[src/common/stc_pkg.sv]
// Constants, encodings and register map of the stream-to-context attribute block
package stc_pkg;

	// Register byte offsets
	localparam logic [11:0] OFF_CFG_BASE = 12'h000;
	localparam logic [11:0] OFF_CFG_LAST = 12'h3fc;
	localparam logic [11:0] OFF_NS_COUNT = 12'h400;
	localparam logic [11:0] OFF_FAULT_COUNT = 12'h404;

	// Field positions of stream_to_context_config
	localparam int IMPDEF_LSB = 30;
	localparam int TRANS_LSB = 28;
	localparam int FETCH_LSB = 26;
	localparam int FB_BIT = 26;
	localparam int PRIV_LSB = 24;
	localparam int BSU_LSB = 24;
	localparam int WALLOC_LSB = 22;
	localparam int RALLOC_LSB = 20;
	localparam int SEC_LSB = 18;
	localparam int TYPE_LSB = 16;
	localparam int MEMORY_ATTRIBUTE_VALUE_LSB = 12;
	localparam int MTSEL_BIT = 11;
	localparam int SHARE_LSB = 8;
	localparam int CB_LSB = 0;
	localparam int NSCOUNT_LSB = 8;

	// Bits that hold storage, per format
	localparam logic [31:0] MASK_XLATE = 32'hcff3fb00;
	localparam logic [31:0] MASK_BYPASS = 32'h04f3fb00;
	localparam logic [31:0] MASK_FAULT = 32'hf0030000;
	localparam logic [31:0] MASK_RSVD = 32'h00030000;
	localparam logic [31:0] MASK_TRANS = 32'h30000000;
	localparam logic [31:0] MASK_SEC = 32'h000c0000;
	localparam logic [31:0] MASK_BSU = 32'h03000000;

	// Reset values
	localparam logic [15:0] FAULT_COUNT_RST = 16'h0000;

	typedef enum logic [1:0] {
		CFG_XLATE = 2'b00,
		CFG_BYPASS = 2'b01,
		CFG_FAULT = 2'b10,
		CFG_RSVD = 2'b11
	} cfg_type_t;

	typedef enum logic [1:0] {
		PATH_XLATE = 2'b00,
		PATH_BYPASS = 2'b01,
		PATH_FAULT = 2'b10,
		PATH_NONE = 2'b11
	} path_t;

	// Two-bit override fields other than shareability share one encoding
	localparam logic [1:0] OVR_KEEP = 2'b00;
	localparam logic [1:0] OVR_FORCE_A = 2'b10;
	localparam logic [1:0] OVR_FORCE_B = 2'b11;

	// Shareability field codes and attribute encoding on the transaction ports
	localparam logic [1:0] SHAREABILITY_OVERRIDE_OUTER = 2'b01;
	localparam logic [1:0] SHAREABILITY_OVERRIDE_INNER = 2'b10;
	localparam logic [1:0] SHAREABILITY_OVERRIDE_NON = 2'b11;
	localparam logic [1:0] SH_NON = 2'b00;
	localparam logic [1:0] SH_INNER = 2'b01;
	localparam logic [1:0] SH_OUTER = 2'b10;

endpackage

[src/verilog/stc_cfg_mem.sv]
// Two-read-port configuration word store with registered read data
module stc_cfg_mem #(
	parameter int DEPTH = 16,
	parameter int AW = 4
) (
	input wire logic clk,
	input wire logic wr_en,
	input wire logic [AW-1:0] wr_addr,
	input wire logic [31:0] wr_data,
	input wire logic [AW-1:0] ra_addr,
	output logic [31:0] ra_data,
	input wire logic [AW-1:0] rb_addr,
	output logic [31:0] rb_data
);

	// No reset: contents are undefined until software writes them
	logic [31:0] mem [DEPTH];

	always_ff @(posedge clk) begin
		if (wr_en) begin
			mem[wr_addr] <= wr_data;
		end
	end

	always_ff @(posedge clk) begin
		ra_data <= mem[ra_addr];
	end

	always_ff @(posedge clk) begin
		rb_data <= mem[rb_addr];
	end

endmodule

[src/verilog/stream_context_attr.sv]
// Stream-to-context configuration registers and per-transaction attribute override path
//
// Notes on behaviour
// (RL1) Type field 17:16 selects translate, bypass, fault; 0b11 reserved.
// (RL2) Registers beyond the implemented count read zero, writes ignored.
// (RL3) Each register is 32-bit read/write with unknown reset content.
// (RL4) Transient field: keep, 10 non-transient, 11 transient; absent reads zero.
// (RL5) Translate format: 10 marks data, 11 marks instruction, else keep.
// (RL6) Translate format: 10 unprivileged, 11 privileged, else keep.
// (RL7) Write allocate: 10 allocate, 11 no allocate, else keep.
// (RL8) Read allocate: 10 allocate, 11 no allocate, else keep.
// (RL9) Security override only in secure groups: 10 secure, 11 non-secure.
// (RL10) Memory type bit set applies four-bit attribute field, else default.
// (RL11) Shareability: 01 outer, 10 inner, 11 non-shareable, 00 keep.
// (RL12) Context index width covers all banks, same everywhere, upper bits zero.
// (RL13) Bypass format passes untranslated but still applies attribute overrides.
// (RL14) Bypass with force bit turns maintenance operations into inner broadcasts.
// (RL15) Bypass raises barrier shareability to minimum domain; unsupported reads zero.
// (RL16) Secure translate entries point only at secure stage-1 banks.
// (RL17) Secure registers use secure banks; non-secure ones use unreserved banks.
// (RL18) Translate format: top two bits implementation use, bit 10 reserved.
// (RL19) Fault format raises invalid context fault and never forwards.
// (RL20) Overrides touch only transactions that matched the group.
//
// Added by the designer: the register addresses and the APB interface to the registers.
module stream_context_attr
	import stc_pkg::*;
#(
	parameter int NUM_GROUPS = 16,
	parameter int CB_W = 4,
	parameter bit TRANS_IMPL = 1'b1,
	parameter bit BSU_IMPL = 1'b1
) (
	input wire logic CLK,
	input wire logic RST,
	input wire logic PSEL,
	input wire logic PENABLE,
	input wire logic PWRITE,
	input wire logic [11:0] PADDR,
	input wire logic [31:0] PWDATA,
	input wire logic [2:0] PPROT,
	output logic [31:0] PRDATA,
	output logic PREADY,
	output logic PSLVERR,
	input wire logic TXN_VALID,
	input wire logic TXN_MATCH,
	input wire logic [7:0] TXN_GROUP,
	input wire logic TXN_TRANSIENT,
	input wire logic TXN_INSTR,
	input wire logic TXN_PRIV,
	input wire logic TXN_WALLOC,
	input wire logic TXN_RALLOC,
	input wire logic TXN_NS,
	input wire logic [3:0] TXN_MEMORY_ATTRIBUTE_VALUE,
	input wire logic [1:0] TXN_SHARE,
	input wire logic TXN_MAINT,
	input wire logic TXN_BARRIER,
	input wire logic [1:0] TXN_BAR_DOM,
	output logic OUT_VALID,
	output logic [1:0] OUT_PATH,
	output logic [CB_W-1:0] OUT_CB_INDEX,
	output logic OUT_TRANSIENT,
	output logic OUT_INSTR,
	output logic OUT_PRIV,
	output logic OUT_WALLOC,
	output logic OUT_RALLOC,
	output logic OUT_NS,
	output logic [3:0] OUT_MEMORY_ATTRIBUTE_VALUE,
	output logic [1:0] OUT_SHARE,
	output logic OUT_BROADCAST,
	output logic OUT_BARRIER,
	output logic [1:0] OUT_BAR_DOM,
	output logic OUT_CTX_FAULT
);

	localparam int AW = (NUM_GROUPS > 1) ? $clog2(NUM_GROUPS) : 1;
	localparam logic [31:0] MASK_CB = 32'((64'd1 << CB_W) - 64'd1);
	localparam logic [8:0] GROUPS_N = 9'(NUM_GROUPS);

	////////////////////////////////////////////////////////////////////////////
	// Helpers

	// Keep only bits that hold storage for the format and group security
	function automatic logic [31:0] legal_bits(input logic [31:0] d, input logic sec);
		logic [31:0] m;
		m = '0;
		case (cfg_type_t'(d[TYPE_LSB +: 2])) // RL1
			CFG_XLATE: begin
				m = MASK_XLATE | MASK_CB; // RL12 RL18
			end
			CFG_BYPASS: begin
				m = MASK_BYPASS; // RL13
				if (BSU_IMPL) begin
					m = m | MASK_BSU; // RL15
				end
			end
			CFG_FAULT: begin
				m = MASK_FAULT;
			end
			default: begin
				m = MASK_RSVD;
			end
		endcase
		if (TRANS_IMPL && (d[TYPE_LSB +: 2] != CFG_FAULT) && (d[TYPE_LSB +: 2] != CFG_RSVD)) begin
			m = m | MASK_TRANS; // RL4
		end
		if (sec && (d[TYPE_LSB +: 2] != CFG_FAULT) && (d[TYPE_LSB +: 2] != CFG_RSVD)) begin
			m = m | MASK_SEC; // RL9
		end
		return d & m;
	endfunction

	// Two-bit force field: 10 forces val_a, 11 its inverse, others keep
	function automatic logic ovr(input logic dflt, input logic [1:0] f, input logic val_a);
		logic r;
		r = dflt;
		if (f == OVR_FORCE_A) begin
			r = val_a;
		end else if (f == OVR_FORCE_B) begin
			r = ~val_a;
		end
		return r;
	endfunction

	////////////////////////////////////////////////////////////////////////////
	// APB decode

	logic [7:0] ns_count_r;
	logic [15:0] fault_count_r;
	logic wait_done_r;
	logic [31:0] prdata_r;
	logic [31:0] mem_a_data;
	logic [31:0] mem_b_data;
	logic [7:0] bus_idx;
	logic bus_is_cfg;
	logic bus_impl;
	logic bus_sec_grp;
	logic bus_ns_acc;
	logic bus_cfg_ok;
	logic bus_mapped;
	logic bus_done;
	logic cfg_wr;

	assign bus_idx = PADDR[9:2];
	assign bus_is_cfg = (PADDR >= OFF_CFG_BASE) && (PADDR <= OFF_CFG_LAST);
	assign bus_impl = {1'b0, bus_idx} < GROUPS_N;
	assign bus_sec_grp = bus_idx >= ns_count_r;
	assign bus_ns_acc = PPROT[1];
	// Non-secure view of a secure group is empty, as if unimplemented
	assign bus_cfg_ok = bus_is_cfg && bus_impl && !(bus_ns_acc && bus_sec_grp); // RL2
	assign bus_mapped = (PADDR[1:0] == 2'b00)
		&& (bus_is_cfg || (PADDR == OFF_NS_COUNT) || (PADDR == OFF_FAULT_COUNT));
	assign bus_done = PSEL && PENABLE && wait_done_r;
	assign cfg_wr = bus_done && PWRITE && bus_mapped && bus_cfg_ok;

	// One wait state: the store's read data is registered
	assign PREADY = PSEL && PENABLE && wait_done_r;
	assign PSLVERR = PREADY && !bus_mapped;
	assign PRDATA = prdata_r;

	always_ff @(posedge CLK) begin
		if (RST) begin
			wait_done_r <= 1'b0;
		end else begin
			wait_done_r <= PSEL && PENABLE && !wait_done_r;
		end
	end

	always_ff @(posedge CLK) begin
		if (RST) begin
			prdata_r <= 32'h00000000;
		end else if (PSEL && PENABLE && !wait_done_r) begin
			prdata_r <= 32'h00000000;
			if (!PWRITE && bus_mapped) begin
				if (bus_cfg_ok) begin
					prdata_r <= legal_bits(mem_a_data, bus_sec_grp); // RL3
				end else if (PADDR == OFF_NS_COUNT) begin
					prdata_r <= {16'h0000, ns_count_r, 8'h00};
				end else if (PADDR == OFF_FAULT_COUNT) begin
					prdata_r <= {16'h0000, fault_count_r};
				end
			end
		end
	end

	// Group split point: groups at or above it belong to secure software
	always_ff @(posedge CLK) begin
		if (RST) begin
			ns_count_r <= GROUPS_N[7:0];
		end else if (bus_done && PWRITE && (PADDR == OFF_NS_COUNT) && !bus_ns_acc) begin
			ns_count_r <= PWDATA[NSCOUNT_LSB +: 8];
		end
	end

	////////////////////////////////////////////////////////////////////////////
	// Configuration store

	stc_cfg_mem #(
		.DEPTH(NUM_GROUPS),
		.AW(AW)
	) u_cfg_mem (
		.clk(CLK),
		.wr_en(cfg_wr),
		.wr_addr(bus_idx[AW-1:0]),
		.wr_data(legal_bits(PWDATA, bus_sec_grp)),
		.ra_addr(bus_idx[AW-1:0]),
		.ra_data(mem_a_data),
		.rb_addr(TXN_GROUP[AW-1:0]),
		.rb_data(mem_b_data)
	);

	////////////////////////////////////////////////////////////////////////////
	// Transaction stage 1: capture while the store is read

	logic s1_valid_r;
	logic s1_match_r;
	logic [7:0] s1_group_r;
	logic [5:0] s1_flags_r;
	logic [3:0] s1_memory_attribute_value_r;
	logic [1:0] s1_share_r;
	logic s1_maint_r;
	logic s1_barrier_r;
	logic [1:0] s1_bar_dom_r;

	always_ff @(posedge CLK) begin
		if (RST) begin
			s1_valid_r <= 1'b0;
		end else begin
			s1_valid_r <= TXN_VALID;
		end
	end

	always_ff @(posedge CLK) begin
		s1_match_r <= TXN_MATCH && ({1'b0, TXN_GROUP} < GROUPS_N);
		s1_group_r <= TXN_GROUP;
		s1_flags_r <= {TXN_TRANSIENT, TXN_INSTR, TXN_PRIV, TXN_WALLOC, TXN_RALLOC, TXN_NS};
		s1_memory_attribute_value_r <= TXN_MEMORY_ATTRIBUTE_VALUE;
		s1_share_r <= TXN_SHARE;
		s1_maint_r <= TXN_MAINT;
		s1_barrier_r <= TXN_BARRIER;
		s1_bar_dom_r <= TXN_BAR_DOM;
	end

	////////////////////////////////////////////////////////////////////////////
	// Transaction stage 2: decode and override

	logic [31:0] cfg;
	logic s1_sec_grp;
	logic [1:0] path_nxt;
	logic [CB_W-1:0] cb_nxt;
	logic [5:0] flags_nxt;
	logic [3:0] memory_attribute_value_nxt;
	logic [1:0] share_nxt;
	logic bcast_nxt;
	logic [1:0] bar_dom_nxt;

	assign s1_sec_grp = s1_group_r >= ns_count_r;
	assign cfg = legal_bits(mem_b_data, s1_sec_grp);

	always_comb begin
		path_nxt = PATH_NONE;
		cb_nxt = '0;
		flags_nxt = s1_flags_r;
		memory_attribute_value_nxt = s1_memory_attribute_value_r;
		share_nxt = s1_share_r;
		bcast_nxt = 1'b0;
		bar_dom_nxt = s1_bar_dom_r;
		// Unmatched traffic leaves untouched
		if (s1_match_r) begin // RL20
			case (cfg_type_t'(cfg[TYPE_LSB +: 2])) // RL1
				CFG_XLATE, CFG_BYPASS: begin
					if (cfg[TYPE_LSB +: 2] == CFG_XLATE) begin
						path_nxt = PATH_XLATE;
						cb_nxt = cfg[CB_LSB +: CB_W]; // RL12
						flags_nxt[4] = ovr(s1_flags_r[4], cfg[FETCH_LSB +: 2], 1'b0); // RL5
						flags_nxt[3] = ovr(s1_flags_r[3], cfg[PRIV_LSB +: 2], 1'b0); // RL6
					end else begin
						path_nxt = PATH_BYPASS; // RL13
						bcast_nxt = s1_maint_r && cfg[FB_BIT]; // RL14
						if (s1_barrier_r && (cfg[BSU_LSB +: 2] > s1_bar_dom_r)) begin
							bar_dom_nxt = cfg[BSU_LSB +: 2]; // RL15
						end
					end
					flags_nxt[5] = ovr(s1_flags_r[5], cfg[TRANS_LSB +: 2], 1'b0); // RL4
					flags_nxt[2] = ovr(s1_flags_r[2], cfg[WALLOC_LSB +: 2], 1'b1); // RL7
					flags_nxt[1] = ovr(s1_flags_r[1], cfg[RALLOC_LSB +: 2], 1'b1); // RL8
					if (s1_sec_grp) begin
						flags_nxt[0] = ovr(s1_flags_r[0], cfg[SEC_LSB +: 2], 1'b0); // RL9
					end
					if (cfg[MTSEL_BIT]) begin
						memory_attribute_value_nxt = cfg[MEMORY_ATTRIBUTE_VALUE_LSB +: 4]; // RL10
					end
					case (cfg[SHARE_LSB +: 2]) // RL11
						SHAREABILITY_OVERRIDE_OUTER: share_nxt = SH_OUTER;
						SHAREABILITY_OVERRIDE_INNER: share_nxt = SH_INNER;
						SHAREABILITY_OVERRIDE_NON: share_nxt = SH_NON;
						default: share_nxt = s1_share_r;
					endcase
				end
				default: begin
					// Reserved type is handled as fault: safest for unknown setups
					path_nxt = PATH_FAULT; // RL19
				end
			endcase
		end
	end

	always_ff @(posedge CLK) begin
		if (RST) begin
			OUT_VALID <= 1'b0;
			OUT_CTX_FAULT <= 1'b0;
		end else begin
			OUT_VALID <= s1_valid_r;
			OUT_CTX_FAULT <= s1_valid_r && (path_nxt == PATH_FAULT); // RL19
		end
	end

	always_ff @(posedge CLK) begin
		if (RST) begin
			OUT_PATH <= PATH_NONE;
			OUT_CB_INDEX <= '0;
			{OUT_TRANSIENT, OUT_INSTR, OUT_PRIV, OUT_WALLOC, OUT_RALLOC, OUT_NS} <= 6'h00;
			OUT_MEMORY_ATTRIBUTE_VALUE <= 4'h0;
			OUT_SHARE <= 2'h0;
			OUT_BROADCAST <= 1'b0;
			OUT_BARRIER <= 1'b0;
			OUT_BAR_DOM <= 2'h0;
		end else begin
			OUT_PATH <= path_nxt;
			OUT_CB_INDEX <= cb_nxt;
			{OUT_TRANSIENT, OUT_INSTR, OUT_PRIV, OUT_WALLOC, OUT_RALLOC, OUT_NS} <= flags_nxt;
			OUT_MEMORY_ATTRIBUTE_VALUE <= memory_attribute_value_nxt;
			OUT_SHARE <= share_nxt;
			OUT_BROADCAST <= bcast_nxt;
			OUT_BARRIER <= s1_barrier_r && (path_nxt != PATH_FAULT);
			OUT_BAR_DOM <= bar_dom_nxt;
		end
	end

	// Saturating count of invalid context faults, visible to software
	always_ff @(posedge CLK) begin
		if (RST) begin
			fault_count_r <= FAULT_COUNT_RST;
		end else if (s1_valid_r && (path_nxt == PATH_FAULT) && (fault_count_r != 16'hffff)) begin
			fault_count_r <= fault_count_r + 16'h0001;
		end
	end

endmodule
[config.mk]
export PLATFORM = sky130hd
export DESIGN_NAME = stream_context_attr
export DESIGN_NICKNAME = d
export VERILOG_FILES = /design/src/common/stc_pkg.sv /design/src/verilog/stc_cfg_mem.sv /design/src/verilog/stream_context_attr.sv
export SDC_FILE = /design/constraint.sdc
export NUM_CORES = 1
export LEC_CHECK = 0
export ABC_AREA = 1
export BUFFER_PORTS_ARGS = -buffer_cell sky130_fd_sc_hd__buf_2
export CELL_PAD_IN_SITES_DETAIL_PLACEMENT = 1
export CELL_PAD_IN_SITES_GLOBAL_PLACEMENT = 1
export CORE_MARGIN = 2
export CORE_UTILIZATION = 52
export DETAILED_ROUTE_END_ITERATION = 8
export GPL_TIMING_DRIVEN = 0
export PLACE_DENSITY_LB_ADDON = 0.08
export SLEW_MARGIN = 15
export SYNTH_ARGS = -nofsm -noshare
export SYNTH_HDL_FRONTEND = slang
export SYNTH_HIERARCHICAL = 1
export SYNTH_SLANG_ARGS = --single-unit
[constraint.sdc]
create_clock -name CLK -period 9.4 [get_ports CLK]
set_clock_uncertainty 0.2 [all_clocks]
set_input_delay 0.94 -clock CLK [delete_from_list [all_inputs] [get_ports CLK]]
set_output_delay 0.94 -clock CLK [all_outputs]
set_load 0.1 [all_outputs]
==> run_results.csv <==
group,metric,value,unit
run_status,status,"complete, no violations",
clock_network,cts_setup_buffers,0,
timing,layout_setup_ws,4.99,ns
drt,first_pass_iters,7,
clock_network,cts_tree,"built",
hold_path,min-delay-start,"TXN_MEMORY_ATTRIBUTE_VALUE[2]",
setup_path,crit_chain,"buf_2 -> inv_1 -> ha_1 -> nand2_1 -> nor2_1 -> nor2_1 -> nand2_1 -> nand2_1 -> nand2_1 -> nand2_1 -> nand2_1 -> buf_2 -> nor3_1 -> nand3_1 -> nor2_4 -> buf_16",
placed_design,hpwl,92100,um
setup_path,r2r_slack,5.08,ns
logic_synthesis,yosys_warnings,6,
clock_network,root_buffer,"clkbuf_16",
logic_synthesis,postSynthAreaPerCell,8.38,um2
clock_network,cts_resized,0,
placed_design,pre_cts_ws,4.56,ns
timing,setup_viol,0,
floorplanning,ioPinCount,136,
timing,period_needed,4.41,ns
clock_network,cts_made_buffers,67,
drt,viasPerCell,6.21,
setup_path,arrival,4.53,ns
drt,drt_wl_total,133000,um
logic_synthesis,synth_area,29200,um2
global_route,grt-ovfl-total,0,
power_and_ir_drop,peakVddDrop,0.168,mV
drt,dr_total_vias,28000,
layout,nNetsFinal,3793,
drt,ant_nets,0,
drt,wl_met3,17700,um
timing,rsz0062_at_grt,"no",
drt,wl_per_cell,29.5,um
timing,relSlewSlack,0.132,
setup_path,reg2regPathDepth,15,
setup_path,slowest_delay,0.71,ns
global_route,first_global_vias,28300,
hold_path,hold_path_depth,1,
clock_network,cts.htree.levels,3,
power_and_ir_drop,power.density,186,nW/um2
layout,syn2layout_area_growth,15.3,%
global_route,grt_max_degree,22,
logic_synthesis,syn_nets,3576,
global_route,grt_antenna_before_repair,3,
timing,fin_crit_sh,0.469,
drt,top_layer,"met5",
setup_path,critPathLaunchType,"primary input",
floorplanning,floorplan.initialDensity,0.527,
setup_path,crit_buf_inv,4,
timing,tightest_slew,1.30,ns
clock_network,cts_buffer_depth,3,
setup_path,critical_path.top_delay_family,"simple AND/OR/NAND/NOR gates",
drt,drtIter0Drc,3769,
hold_path,hold_end,"s1_memory_attribute_value_r[2]$_DFF_P_",
floorplanning,die_h,241,um
setup_path,crit_slowest_cell,"nor2_4",
setup_path,cp_max_fo,16,
floorplanning,core_area,55300,um2
layout,fillers,6600,
power_and_ir_drop,power.leakage,15.3,nW
placed_design,portBuffers,128,
power_and_ir_drop,power,6.25,mW
logic_synthesis,syn_inst,3479,
timing,hold_slack,0.225,ns
setup_path,crit_path_end_kind,"flip-flop",
global_route,grt_usage,0.455,
setup_path,reg2reg_to,"u_cfg_mem/mem[15][23]$_DFFE_PP_",
setup_path,worstPathRequired,9.52,ns
drt,wl_met2,57600,um
run,drv_cap,0,
timing,drv_slew,0,
floorplanning,rows,86,
setup_path,r2r-start,"ns_count_r[2]$_SDFFE_PP0P_",
drt,drc,0,
clock_network,clkTransAtPathRegs,0.06,ns
clock_network,cts_num_sinks,591,
clock_network,insertion_delay,0.63,ns
drt,wl_met1,45600,um
floorplanning,die_w,241,um
setup_path,cp_common_cell,"nand2_1",
layout,final_layout_size_suffix_gt1_frac,0.130,
timing,fin_tns_setup,0,ns
hold_path,hp-class,"primary input to flip-flop",
timing,max_freq,227,MHz
floorplanning,dieArea,58000,um2
clock_network,cts-hold-fix-buffers,0,
timing,finalHoldViolations,0,
setup_path,path_class,"primary input to flip-flop",
global_route,grt_pass1_wl,187000,um
placed_design,gp_congestion,0.986,
worst max-delay path by stage:
stage	from	cells past startpoint	to	slack [ns]
final	PADDR[2]	16	u_cfg_mem/mem[15][23]$_DFFE_PP_	4.99
after CTS	PADDR[2]	16	u_cfg_mem/mem[3][27]$_DFFE_PP_	5.11
after floorplan	PENABLE	3	PSLVERR	3.70
after global routing	PADDR[2]	16	u_cfg_mem/mem[3][27]$_DFFE_PP_	4.91
after detailed placement	PADDR[2]	16	u_cfg_mem/mem[3][25]$_DFFE_PP_	4.56
after global placement	PADDR[2]	15	u_cfg_mem/mem[12][28]$_DFFE_PP_	2.68
report_power, final:
| group | internal [mW] | switching, mW | leakage [nW] | total (mW) |
|---|---|---|---|---|
| Sequential | 2.83 | 0.0171 | 5.31 | 2.84 |
| Combinational | 0.159 | 0.517 | 8.87 | 0.676 |
| Clock | 1.62 | 1.11 | 1.12 | 2.73 |
worst register-to-register path, cell delays in order (launching register included):
cell     delay (ns)
dfxtp_1        0.30
inv_1          0.21
ha_1           0.28
nand2_1        0.08
nor2_1         0.06
nor2_1         0.10
nand2_1        0.07
nand2_1        0.06
nand2_1        0.14
nand2_1        0.14
nand2_1        0.15
buf_2          0.25
nor3_1         0.51
nand3_1        0.47
nor2_4         0.71
buf_16         0.28
placed cells by master, fill, tap and decap left out, types with 10 or more instances in the layout:
cell type	instances
buf_6	54
nor3_1	10
nand3b_1	10
clkbuf_1	48
ha_1	19
a21oi_1	67
nand2_1	1058
nor2_1	62
edfxtp_1	432
nor2_4	19
inv_1	536
buf_4	23
clkbuf_16	70
buf_2	231
o21ai_0	32
dfxtp_1	159
nor2_2	17
buf_16	10
buf_1	21
clkinv_2	14
nand3_1	773
sequential cells by signal, indices dropped and copies added (netlist names), 2 cells and up:
| name | flops |
|---|---|
| OUT_MEMORY_ATTRIBUTE_VALUE | 4 |
| OUT_SHARE | 2 |
| u_cfg_mem/ra_data | 27 |
| fault_count_r | 16 |
| ns_count_r | 8 |
| s1_group_r | 8 |
| s1_flags_r | 6 |
| s1_bar_dom_r | 2 |
| OUT_BAR_DOM | 2 |
| u_cfg_mem/rb_data | 25 |
| OUT_CB_INDEX | 4 |
| s1_share_r | 2 |
| s1_memory_attribute_value_r | 4 |
| u_cfg_mem/mem | 432 |
| PRDATA | 32 |
| OUT_PATH | 2 |
metal layers:
| layer | vias to the layer above | track usage |
|---|---|---|
| li1 | 11600 | - |
| met1 | 13500 | 0.554 |
| met2 | 2223 | 0.698 |
| met3 | 640 | 0.121 |
| met4 | 2 | 0.340 |
| met5 | - | 0 |
through the flow:
stage                     std cells  utilization  cell area, um2
after floorplan                3479            -           29200
after global placement         4355        0.556           30700
after detailed placement       4375        0.566           31300
after CTS                      4498        0.607           33600
after global routing           4498        0.607           33600
final                          4500        0.608           33600
layout make-up:
type | instances | area [um2] | share of cell area
Tap cell | 748 | 936 | 0.0279
Clock buffer | 91 | 1900 | 0.0566
Inverter | 544 | 2050 | 0.0609
Clock inverter | 32 | 362 | 0.0108
Buffer | 235 | 1510 | 0.0450
Antenna cell | 2 | 5.00 | 0.000149
Timing Repair Buffer | 148 | 1080 | 0.0322
Sequential cell | 591 | 16200 | 0.481
Multi-Input combinational cell | 2109 | 9600 | 0.286
Power figures use the tool's default switching activity.
